### src/clid_pkg.sv
// Constants, field layout and types of the character display instruction decoder
package clid_pkg;

  // Clock and execution times
  localparam int unsigned CLK_PERIOD_NS = 10;      // 100 MHz system clock
  localparam int unsigned T_LONG_NS     = 1530000; // Clear and home, 1.53 ms
  localparam int unsigned T_SHORT_NS    = 39000;   // Most instructions, 39 us
  localparam int unsigned T_DATA_NS     = 43000;   // Data read or write, 43 us
  // All times round down to whole cycles
  localparam int unsigned CYC_LONG  = T_LONG_NS / CLK_PERIOD_NS;
  localparam int unsigned CYC_SHORT = T_SHORT_NS / CLK_PERIOD_NS;
  localparam int unsigned CYC_DATA  = T_DATA_NS / CLK_PERIOD_NS;
  localparam int unsigned CNT_W     = 18;

  // Memory sizes
  localparam int unsigned TEXT_DEPTH  = 128;
  localparam int unsigned GLYPH_DEPTH = 64;
  localparam int unsigned ADDR_W      = 7;

  // Instruction classes by position of the leading one
  localparam int unsigned OP_TEXT_ADDR  = 7;
  localparam int unsigned OP_GLYPH_ADDR = 6;
  localparam int unsigned OP_FUNCTION   = 5;
  localparam int unsigned OP_SHIFT      = 4;
  localparam int unsigned OP_DISPLAY    = 3;
  localparam int unsigned OP_ENTRY      = 2;
  localparam int unsigned OP_HOME       = 1;
  localparam int unsigned OP_CLEAR      = 0;

  // Field positions inside the instruction and status bytes
  localparam int unsigned ENTRY_INC_BIT = 1;
  localparam int unsigned ENTRY_SCR_BIT = 0;
  localparam int unsigned DISP_ON_BIT   = 2;
  localparam int unsigned CUR_ON_BIT    = 1;
  localparam int unsigned BLINK_BIT     = 0;
  localparam int unsigned SHIFT_SC_BIT  = 3;
  localparam int unsigned SHIFT_RL_BIT  = 2;
  localparam int unsigned FN_BW_BIT     = 4;
  localparam int unsigned FN_N_BIT      = 3;
  localparam int unsigned FN_F_BIT      = 2;
  localparam int unsigned BUSY_BIT      = 7;

  // Values after reset and fixed codes
  localparam logic       RST_BUS8      = 1'b1;
  localparam logic       RST_TWO_LINE  = 1'b0;
  localparam logic       RST_TALL      = 1'b0;
  localparam logic       RST_DISP_ON   = 1'b0;
  localparam logic       RST_CUR_ON    = 1'b0;
  localparam logic       RST_BLINK     = 1'b0;
  localparam logic       RST_INC       = 1'b1;
  localparam logic       RST_SCROLL    = 1'b0;
  localparam logic [7:0] SPACE_CODE    = 8'h20;
  localparam logic [6:0] HOME_ADDR     = 7'h00;
  localparam logic [6:0] RST_SHIFT     = 7'h00;

  // Execution engine states
  typedef enum logic [1:0] {
    CL_IDLE = 2'b00,
    CL_BUSY = 2'b01,
    CL_FILL = 2'b10
  } clid_state_e;

endpackage : clid_pkg

### src/clid_decoder.sv
// Instruction decoder and executor of the character display controller
`timescale 1ns/1ps
`default_nettype none

// Overview of operation
// - Latch host transfers, execute at internal rate
// - Busy flag reads high on line 7
// - Clear fills spaces, pointer zero, 1.53 ms
// - Clear also sets incrementing entry direction
// - Home zeroes pointer and shift, keeps text
// - Entry mode stores direction and shift, 39us
// - Direction high steps address up after access
// - Direction low steps address down after access
// - Glyph accesses step address like text accesses
// - No display shift on reads or glyphs
// - Shift option scrolls display on text writes
// - Display control stores enable, cursor, blink
// - Shift command moves cursor or display, 39us
// - Function set stores width, lines, font
// - Glyph address loads pointer, selects glyph memory
// - Text address loads pointer, selects text memory
// - Status read returns busy and pointer anytime
// - Data write stores byte, steps pointer, 43us
// - Data read returns byte, steps pointer, 43us
// - Narrow bus moves bytes as two nibbles
// - Display disabled blanks output, keeps memory
module clid_decoder
  import clid_pkg::*;
#(
  parameter int unsigned LONG_CYCLES = CYC_LONG,
  parameter int unsigned DATA_CYCLES = CYC_DATA
) (
  input  wire logic         clk_sys_i,
  input  wire logic         rst_i,
  input  wire logic         cmd_data_select_i,
  input  wire logic         read_not_write_i,
  input  wire logic         enable_strobe_i,
  input  wire logic [7:0]   bus_lines_i,
  output var  logic [7:0]   bus_lines_o,
  output var  logic         bus_lines_oe_o,
  input  wire logic [6:0]   scan_addr_i,
  output var  logic [7:0]   scan_char_o,
  output var  logic         internal_busy_flag_o,
  output var  logic [6:0]   address_pointer_o,
  output var  logic         display_on_o,
  output var  logic         cursor_on_o,
  output var  logic         cursor_blink_o,
  output var  logic         two_line_o,
  output var  logic         tall_font_o,
  output var  logic         bus_width_select_o,
  output var  logic         entry_increment_o,
  output var  logic         scroll_on_write_o,
  output var  logic [6:0]   display_shift_o
);

  localparam logic [CNT_W-1:0] LONG_CNT  = CNT_W'(LONG_CYCLES);
  localparam logic [CNT_W-1:0] SHORT_CNT = CNT_W'(CYC_SHORT);
  localparam logic [CNT_W-1:0] DATA_CNT  = CNT_W'(DATA_CYCLES);
  localparam logic [CNT_W-1:0] CNT_ONE   = CNT_W'(1);

  // Step an address by one, wrapping inside the selected memory
  function automatic logic [6:0] clid_step(input logic [6:0] a,
                                           input logic       up,
                                           input logic       glyph);
    logic [6:0] n;
    n = up ? a + 7'h01 : a - 7'h01;
    if (glyph) begin
      n[6] = 1'b0;
    end
    return n;
  endfunction : clid_step

  // Pin synchronisers and strobe edge history
  logic        sel_s1_r;
  logic        sel_s2_r;
  logic        rw_s1_r;
  logic        rw_s2_r;
  logic        e_s1_r;
  logic        e_s2_r;
  logic        e_d_r;
  logic [7:0]  db_s1_r;
  logic [7:0]  db_s2_r;

  // Nibble assembly
  logic        nib_lo_r;
  logic [3:0]  hold_r;

  // Configuration
  logic        bus8_r;
  logic        two_line_r;
  logic        tall_r;
  logic        disp_on_r;
  logic        cur_on_r;
  logic        blink_r;
  logic        inc_r;
  logic        scroll_r;
  logic        sel_glyph_r;

  // Pointer, shift, engine
  logic [6:0]       ptr_r;
  logic [6:0]       shift_r;
  clid_state_e      state_r;
  logic [CNT_W-1:0] cnt_r;
  logic [6:0]       fill_idx_r;
  logic             busy_r;

  // Storage
  logic [7:0] text_mem_r  [TEXT_DEPTH];
  logic [7:0] glyph_mem_r [GLYPH_DEPTH];

  // Pin output registers
  logic [7:0] bus_out_r;
  logic       bus_oe_r;
  logic [7:0] scan_char_r;

  // Decoded strobes
  logic       e_rise;
  logic       e_fall;
  logic       xfer_done;
  logic       idle;
  logic [7:0] byte_in;
  logic       wr_cmd;
  logic       wr_data;
  logic       rd_data;
  logic [7:0] rd_byte;
  logic [7:0] cmd_onehot;

  // Two flip-flops on every pin before use
  always_ff @(posedge clk_sys_i) begin
    if (rst_i) begin
      sel_s1_r <= 1'b0;
      sel_s2_r <= 1'b0;
      rw_s1_r <= 1'b0;
      rw_s2_r <= 1'b0;
      e_s1_r  <= 1'b0;
      e_s2_r  <= 1'b0;
      e_d_r   <= 1'b0;
      db_s1_r <= 8'h00;
      db_s2_r <= 8'h00;
    end else begin
      sel_s1_r <= cmd_data_select_i;
      sel_s2_r <= sel_s1_r;
      rw_s1_r <= read_not_write_i;
      rw_s2_r <= rw_s1_r;
      e_s1_r  <= enable_strobe_i;
      e_s2_r  <= e_s1_r;
      e_d_r   <= e_s2_r;
      db_s1_r <= bus_lines_i;
      db_s2_r <= db_s1_r;
    end
  end

  // Strobe edges and byte completion
  assign e_rise    = e_s2_r & ~e_d_r;
  assign e_fall    = ~e_s2_r & e_d_r;
  assign xfer_done = e_fall & (bus8_r | nib_lo_r);
  assign byte_in   = bus8_r ? db_s2_r : {hold_r, db_s2_r[7:4]};
  assign idle      = (state_r == CL_IDLE);

  // Transfers latched only when idle
  assign wr_cmd  = xfer_done & ~rw_s2_r & ~sel_s2_r & idle;
  assign wr_data = xfer_done & ~rw_s2_r & sel_s2_r & idle;
  assign rd_data = xfer_done & rw_s2_r & sel_s2_r & idle;

  // Leading-one decode of the instruction byte
  always_comb begin
    cmd_onehot = 8'h00;
    casez (byte_in)
      8'b1???????: cmd_onehot[OP_TEXT_ADDR]  = 1'b1;
      8'b01??????: cmd_onehot[OP_GLYPH_ADDR] = 1'b1;
      8'b001?????: cmd_onehot[OP_FUNCTION]   = 1'b1;
      8'b0001????: cmd_onehot[OP_SHIFT]      = 1'b1;
      8'b00001???: cmd_onehot[OP_DISPLAY]    = 1'b1;
      8'b000001??: cmd_onehot[OP_ENTRY]      = 1'b1;
      8'b0000001?: cmd_onehot[OP_HOME]       = 1'b1;
      8'b00000001: cmd_onehot[OP_CLEAR]      = 1'b1;
      default:     cmd_onehot = 8'h00;
    endcase
  end

  // Nibble pairing, upper half first
  always_ff @(posedge clk_sys_i) begin
    if (rst_i) begin
      nib_lo_r <= 1'b0;
      hold_r   <= 4'h0;
    end else if (bus8_r) begin
      nib_lo_r <= 1'b0;
    end else if (e_fall) begin
      nib_lo_r <= ~nib_lo_r;
      if (!nib_lo_r) begin
        hold_r <= db_s2_r[7:4];
      end
    end
  end

  // Configuration bits set by instructions
  always_ff @(posedge clk_sys_i) begin
    if (rst_i) begin
      bus8_r      <= RST_BUS8;
      two_line_r  <= RST_TWO_LINE;
      tall_r      <= RST_TALL;
      disp_on_r   <= RST_DISP_ON;
      cur_on_r    <= RST_CUR_ON;
      blink_r     <= RST_BLINK;
      inc_r       <= RST_INC;
      scroll_r    <= RST_SCROLL;
      sel_glyph_r <= 1'b0;
    end else if (wr_cmd) begin
      if (cmd_onehot[OP_CLEAR]) begin
        inc_r <= 1'b1;
      end
      if (cmd_onehot[OP_ENTRY]) begin
        inc_r    <= byte_in[ENTRY_INC_BIT];
        scroll_r <= byte_in[ENTRY_SCR_BIT];
      end
      if (cmd_onehot[OP_DISPLAY]) begin
        disp_on_r <= byte_in[DISP_ON_BIT];
        cur_on_r  <= byte_in[CUR_ON_BIT];
        blink_r   <= byte_in[BLINK_BIT];
      end
      if (cmd_onehot[OP_FUNCTION]) begin
        bus8_r     <= byte_in[FN_BW_BIT];
        two_line_r <= byte_in[FN_N_BIT];
        tall_r     <= byte_in[FN_F_BIT];
      end
      if (cmd_onehot[OP_GLYPH_ADDR]) begin
        sel_glyph_r <= 1'b1;
      end
      if (cmd_onehot[OP_TEXT_ADDR] || cmd_onehot[OP_CLEAR] ||
          cmd_onehot[OP_HOME]) begin
        sel_glyph_r <= 1'b0;
      end
    end
  end

  // Address pointer loads and steps
  always_ff @(posedge clk_sys_i) begin
    if (rst_i) begin
      ptr_r <= HOME_ADDR;
    end else if (wr_cmd) begin
      if (cmd_onehot[OP_CLEAR] || cmd_onehot[OP_HOME]) begin
        ptr_r <= HOME_ADDR;
      end else if (cmd_onehot[OP_GLYPH_ADDR]) begin
        ptr_r <= {1'b0, byte_in[5:0]};
      end else if (cmd_onehot[OP_TEXT_ADDR]) begin
        ptr_r <= byte_in[6:0];
      end else if (cmd_onehot[OP_SHIFT] && !byte_in[SHIFT_SC_BIT]) begin
        ptr_r <= clid_step(ptr_r, byte_in[SHIFT_RL_BIT], sel_glyph_r);
      end
    end else if (wr_data || rd_data) begin
      ptr_r <= clid_step(ptr_r, inc_r, sel_glyph_r);
    end
  end

  // Display shift offset
  always_ff @(posedge clk_sys_i) begin
    if (rst_i) begin
      shift_r <= RST_SHIFT;
    end else if (wr_cmd) begin
      if (cmd_onehot[OP_CLEAR] || cmd_onehot[OP_HOME]) begin
        shift_r <= RST_SHIFT;
      end else if (cmd_onehot[OP_SHIFT] && byte_in[SHIFT_SC_BIT]) begin
        shift_r <= byte_in[SHIFT_RL_BIT] ? shift_r - 7'h01
                                         : shift_r + 7'h01;
      end
    end else if (wr_data && scroll_r && !sel_glyph_r) begin
      shift_r <= inc_r ? shift_r + 7'h01 : shift_r - 7'h01;
    end
  end

  // Execution timer and busy state
  always_ff @(posedge clk_sys_i) begin
    if (rst_i) begin
      state_r <= CL_IDLE;
      cnt_r   <= '0;
    end else begin
      unique case (state_r)
        CL_IDLE: begin
          if (wr_cmd) begin
            if (cmd_onehot[OP_CLEAR]) begin
              state_r <= CL_FILL;
              cnt_r   <= LONG_CNT;
            end else if (cmd_onehot[OP_HOME]) begin
              state_r <= CL_BUSY;
              cnt_r   <= LONG_CNT;
            end else if (cmd_onehot != 8'h00) begin
              state_r <= CL_BUSY;
              cnt_r   <= SHORT_CNT;
            end
          end else if (wr_data || rd_data) begin
            state_r <= CL_BUSY;
            cnt_r   <= DATA_CNT;
          end
        end
        CL_FILL: begin
          cnt_r <= cnt_r - CNT_ONE;
          if (fill_idx_r == 7'h7F) begin
            state_r <= (cnt_r <= CNT_ONE) ? CL_IDLE : CL_BUSY;
          end
        end
        CL_BUSY: begin
          cnt_r <= cnt_r - CNT_ONE;
          if (cnt_r <= CNT_ONE) begin
            state_r <= CL_IDLE;
          end
        end
        default: begin
          state_r <= CL_IDLE;
          cnt_r   <= '0;
        end
      endcase
    end
  end

  // Busy flag register, follows the engine's next state
  always_ff @(posedge clk_sys_i) begin
    if (rst_i) begin
      busy_r <= 1'b0;
    end else if (idle) begin
      busy_r <= (wr_cmd && (cmd_onehot != 8'h00)) ||
                wr_data || rd_data;
    end else begin
      busy_r <= ((state_r == CL_BUSY || state_r == CL_FILL) &&
                 (cnt_r > CNT_ONE)) ||
                ((state_r == CL_FILL) && (fill_idx_r != 7'h7F));
    end
  end

  // Fill index walks text memory during clear
  always_ff @(posedge clk_sys_i) begin
    if (rst_i) begin
      fill_idx_r <= 7'h00;
    end else if (state_r == CL_FILL) begin
      fill_idx_r <= fill_idx_r + 7'h01;
    end else begin
      fill_idx_r <= 7'h00;
    end
  end

  // Text and glyph storage
  always_ff @(posedge clk_sys_i) begin
    if (state_r == CL_FILL) begin
      text_mem_r[fill_idx_r] <= SPACE_CODE;
    end else if (wr_data) begin
      if (sel_glyph_r) begin
        glyph_mem_r[ptr_r[5:0]] <= byte_in;
      end else begin
        text_mem_r[ptr_r] <= byte_in;
      end
    end
  end

  // Byte presented on a read: status or memory
  assign rd_byte = sel_s2_r
                 ? (sel_glyph_r ? glyph_mem_r[ptr_r[5:0]]
                                : text_mem_r[ptr_r])
                 : {~idle, ptr_r};

  // Read drive on the data lines while the strobe is high
  always_ff @(posedge clk_sys_i) begin
    if (rst_i) begin
      bus_out_r <= 8'h00;
      bus_oe_r  <= 1'b0;
    end else begin
      bus_oe_r <= e_s2_r & rw_s2_r;
      if (e_rise && rw_s2_r) begin
        if (bus8_r) begin
          bus_out_r <= rd_byte;
        end else if (!nib_lo_r) begin
          bus_out_r <= {rd_byte[7:4], 4'h0};
        end else begin
          bus_out_r <= {rd_byte[3:0], 4'h0};
        end
      end
    end
  end

  // Character fetch for the scan logic, blank when disabled
  always_ff @(posedge clk_sys_i) begin
    if (rst_i) begin
      scan_char_r <= SPACE_CODE;
    end else if (disp_on_r) begin
      scan_char_r <= text_mem_r[scan_addr_i + shift_r];
    end else begin
      scan_char_r <= SPACE_CODE;
    end
  end

  // Outputs straight from registers
  assign bus_lines_o          = bus_out_r;
  assign bus_lines_oe_o       = bus_oe_r;
  assign scan_char_o          = scan_char_r;
  assign internal_busy_flag_o = busy_r;
  assign address_pointer_o    = ptr_r;
  assign display_on_o         = disp_on_r;
  assign cursor_on_o          = cur_on_r;
  assign cursor_blink_o       = blink_r;
  assign two_line_o           = two_line_r;
  assign tall_font_o          = tall_r;
  assign bus_width_select_o   = bus8_r;
  assign entry_increment_o    = inc_r;
  assign scroll_on_write_o    = scroll_r;
  assign display_shift_o      = shift_r;

endmodule : clid_decoder

`default_nettype wire

### config.mk
export PLATFORM = sky130hd
export DESIGN_NAME = clid_decoder
export DESIGN_NICKNAME = d
export VERILOG_FILES = /design/src/clid_pkg.sv /design/src/clid_decoder.sv
export SDC_FILE = /design/constraint.sdc
export NUM_CORES = 2
export LEC_CHECK = 0
export ABC_AREA = 0
export ABC_CLOCK_PERIOD_IN_PS = 10300
export BUFFER_PORTS_ARGS = -buffer_cell sky130_fd_sc_hd__buf_2
export CAP_MARGIN = 20
export CORE_AREA = 4 4 436 438
export CTS_BUF_LIST = sky130_fd_sc_hd__clkbuf_2 sky130_fd_sc_hd__clkbuf_4 sky130_fd_sc_hd__clkbuf_8
export CTS_CLUSTER_DIAMETER = 30
export DETAILED_ROUTE_END_ITERATION = 16
export DIE_AREA = 0 0 440 442
export PLACE_DENSITY = 0.56
export SLEW_MARGIN = 20
export SYNTH_ARGS = -nofsm -noshare
export SYNTH_HDL_FRONTEND = slang
export SYNTH_SLANG_ARGS = --single-unit
### constraint.sdc
create_clock -name clk_sys_i -period 10.3 [get_ports clk_sys_i]
set_clock_uncertainty 0.1 [all_clocks]
set_input_delay 0.515 -clock clk_sys_i [delete_from_list [all_inputs] [get_ports clk_sys_i]]
set_output_delay 0.515 -clock clk_sys_i [all_outputs]
set_load 0.05 [all_outputs]
==> metrics.md <==
| Metric | Value |
|---|---|
| Switching Fraction | `21.7%` |
| Final estimated routing congestion in global placement | `0.891` |
| Syn_area_per_cell | `18.5 um^2` |
| Finished Layout Cells | `just over 7000` |
| Wirelength, routed | `232000 um` |
| Fin. max-slew vios | `0` |
| DRC | `0` |
| Cell-internal power | `12.5 mW` |
| Crit path required time | `11.07 ns` |
| Vias in the first global route | `43900` |
| GR Util All Layers | `23.6%` |
| Fin worst setup slack | `5.02 ns` |
| Crit path capture type | `register` |
| Min Tclk post-route | `5.28 ns` |
| HP Class | `reg -> reg` |
| Die width | `440 um` |
| Combinational Power Share | `3.6%` |
| Maxcap violations | `0` |
| Antenna violations before repair | `4` |
| Inst Count DP | `6416` |
| 1st-pass router iterations | `5` |
| Final Core Density | `46.1%` |
| Total power | `16.0 mW` |
| Post-synthesis cell type count | `89` |
| Clk root buf | `clkbuf_8` |
| Most numerous cell in the Yosys netlist | `edfxtp_1` |
| CP peak stage delay | `~1.3 ns` |
| Initial Util | `approximately two fifths` |
| Setup tns final | `0 ns` |
| Setup slack at placement | `4.88 ns` |
| Synth area leader | `edfxtp_1` |
| Power per cell area | `approximately 190 nW/um^2` |
| Peak supply drop | `roughly 0.00015 V` |
| R2R setup slack | `5.02 ns` |
| P&R area growth vs syn | `16.1%` |
| Largest net degree at the start of global routing | `109` |
| Final hold violations | `0` |
| Initial DRC count | `5007` |
| Worst-path clk slew | `roughly 0.060 ns` |
| Clock share of power | `51.2%` |
| Post-synth EDFFs | `1536` |
| Main combinational cell family by area after synthesis | `multiplexers` |
| I/O pin cnt | `60` |
| CP bufs+invs | `2` |
| RSZ-0062 raised after global routing | `false` |
| Leakage Power | `roughly 29 nW` |
| Synthesized Nets | `4041` |
| Register area share after synthesis | `65.0%` |
| Routed wire per std cell | `32.6 um` |
| CP top delay family | `compound AO/OA/AOI/OAI gates` |
| Layout Nets | `4371` |
| Ys async rst share | `0%` |
| Post_cts resized | `0` |
| Multiplexer area fraction after synthesis | `23.0%` |
| CP Class | `reg -> reg` |
| HPWL Detailed | `145000 um` |
| Synth Area in Adders | `less than 1%` |
| Syn. warnings | `0` |
| Synth Area in Compound Gates | `4.05%` |
| Share of cells above drive strength 1 | `35.8%` |
| Top-area cell type share of the netlist area | `62.3%` |
| First-pass GRT wire length | `~330000 um` |
| Largest cells by area after synthesis | `edfxtp_1 62%, mux4_2 20%, dfxtp_1 2.8%` |
| Die Ht | `442 um` |
| Period utilisation layout | `51.3%` |
| Switch Pwr | `approximately 3.5 mW` |
| Post-synthesis xor/xnor area fraction | `0.307%` |
| Vias | `43900` |
| Die Footprint | `approximately 190000 um^2` |
| Status | `complete, no violations` |
| Grt ovf | `0` |
| Clk Latency, worst-skew pair | `1.04 ns` |
| Synth Instances | `4003` |
| Seq cells post-synth | `1639` |
| Mapped Area | `between 70000 and 80000 um^2` |
| Post-synth top cells | `1536 x edfxtp_1, 670 x mux4_2, 258 x nor2_1` |
| Number of port buffers | `59` |
| Remaining antenna violation count | `0` |
| Via density | `6.16` |
| CP max-delay cell | `fa_4` |
| TritonCTS clock tree | `built` |
| Number of CTS-inserted buffers | `between 300 and 400` |
| Max Clock Freq | `roughly 190 MHz` |
| Final setup viols | `0` |
| Sequential power share | `45.2%` |
| CTS max path bufs | `4` |
| Slew HR | `between 15 and 20%` |
| Least-Margin Pin Slew | `1.27 ns` |
| Sink Count | `1639` |
| Worst Path Max Fanout | `roughly 110` |
| Post-CTS setup buffer count | `0` |
| H-tree depth | `5` |
| CP Launch Type | `register` |
| Fraction of the mapped netlist area in simple logic gates | `4.61%` |
| Core Area | `~190000 um^2` |
| Crit path DAT | `6.05 ns` |
| Std cell rows | `159` |
| Crit-path cells | `ha_4 -> inv_1 -> fa_4 -> buf_12 -> mux4_2 -> nor2b_1 -> a2111oi_0 -> a211oi_1 -> a2111oi_1 -> a211o_1 -> a21oi_1` |
| Ys flop type | `edfxtp_1` |
## flip-flops by register name, indices dropped and copies added (netlist names), 2 cells and up, named ones only
name	cells
db_s1_r	8
fill_idx_r	7
hold_r	4
bus_lines_o	8
db_s2_r	8
state_r	2
scan_char_o	8
text_mem_r	1024
glyph_mem_r	512
address_pointer_o	7
cnt_r	18
display_shift_o	7
## cells in the final DEF, fill, tap and decap left out, types with 23 or more instances in the layout
master	netlist	final
edfxtp_1	1536	1536
clkbuf_8	0	402
buf_2	94	60
dfxtp_1	103	97
bufinv_16	0	48
mux2_2	27	27
o22ai_1	46	43
clkinv_2	0	64
nand2_1	109	108
buf_4	37	158
clkinvlp_4	0	25
mux2i_1	137	137
a21oi_1	83	81
dlygate4sd3_1	0	23
a2111oi_0	29	23
mux4_2	670	670
a211oi_1	40	40
inv_1	32	28
nand3_1	37	37
nor3_1	106	96
clkinv_1	1	55
o21ai_0	40	40
nor2_1	258	238
a22oi_1	25	25
nor2b_1	66	64
clkbuf_4	1	75
## power groups by stage
stage | registers (mW) | clock network, mW | logic (mW)
2_1_floorplan | 7.36 | 0 | 0.405
6_report | 7.24 | 8.19 | 0.576
4_1_cts | 7.24 | 8.30 | 0.575
3_5_place_dp | 7.37 | 0 | 0.567
3_3_place_gp | 7.37 | 0 | 0.564
5_1_grt | 7.23 | 8.70 | 0.611
## layer usage
layer,vias up,share of wire (%),global-route usage [%]
met5,-,0,0
met4,0,4.3,9.84
met3,485,9.2,5.98
met2,2534,47,36.7
met1,23300,39,31.7
li1,17600,-,-
## final cells by class
cell class	instances	area (um^2)
clock inverters	207	2300
inverters	34	129
clock buffers	477	6100
repair buffers	249	1880
diodes	6	15.0
well taps	2495	3120
fillers	16100	101000
flip-flops and latches	1639	48200
multi-input cells	2022	24300
## kinds of logic after synthesis
logic type,after synthesis
buffers and inverters,342
multiplexers,845
AO/OA/AOI/OAI,424
flip-flops,1639
XOR/XNOR,26
AND/OR/NAND/NOR,709
adder cells (fa/ha/maj),18
## repair_timing
item,4_1_cts,5_1_grt
hold endpoints to repair,34,0
hold buffers,23,0
setup endpoints to repair,0,0
## path summary, 6_finish.rpt
| kind | startpoint | to | cells past startpoint |
|---|---|---|---|
| min reg2reg | db_s1_r[6] | db_s2_r[6] | 1 |
| min | db_s1_r[6] | db_s2_r[6] | 1 |
| max | display_shift_o[0] | scan_char_o[3] | 11 |
| max reg2reg | display_shift_o[0] | scan_char_o[3] | 11 |
## per-stage QoR
step	hold WS (ns)	area (um^2)
final	0.334	86000
after global routing	0.338	86000
after CTS	0.277	86000
after detailed placement	0.323	77300
after global placement	0.324	77200
after floorplan	0.314	74100
No activity file was read; power rests on OpenSTA's default activity.
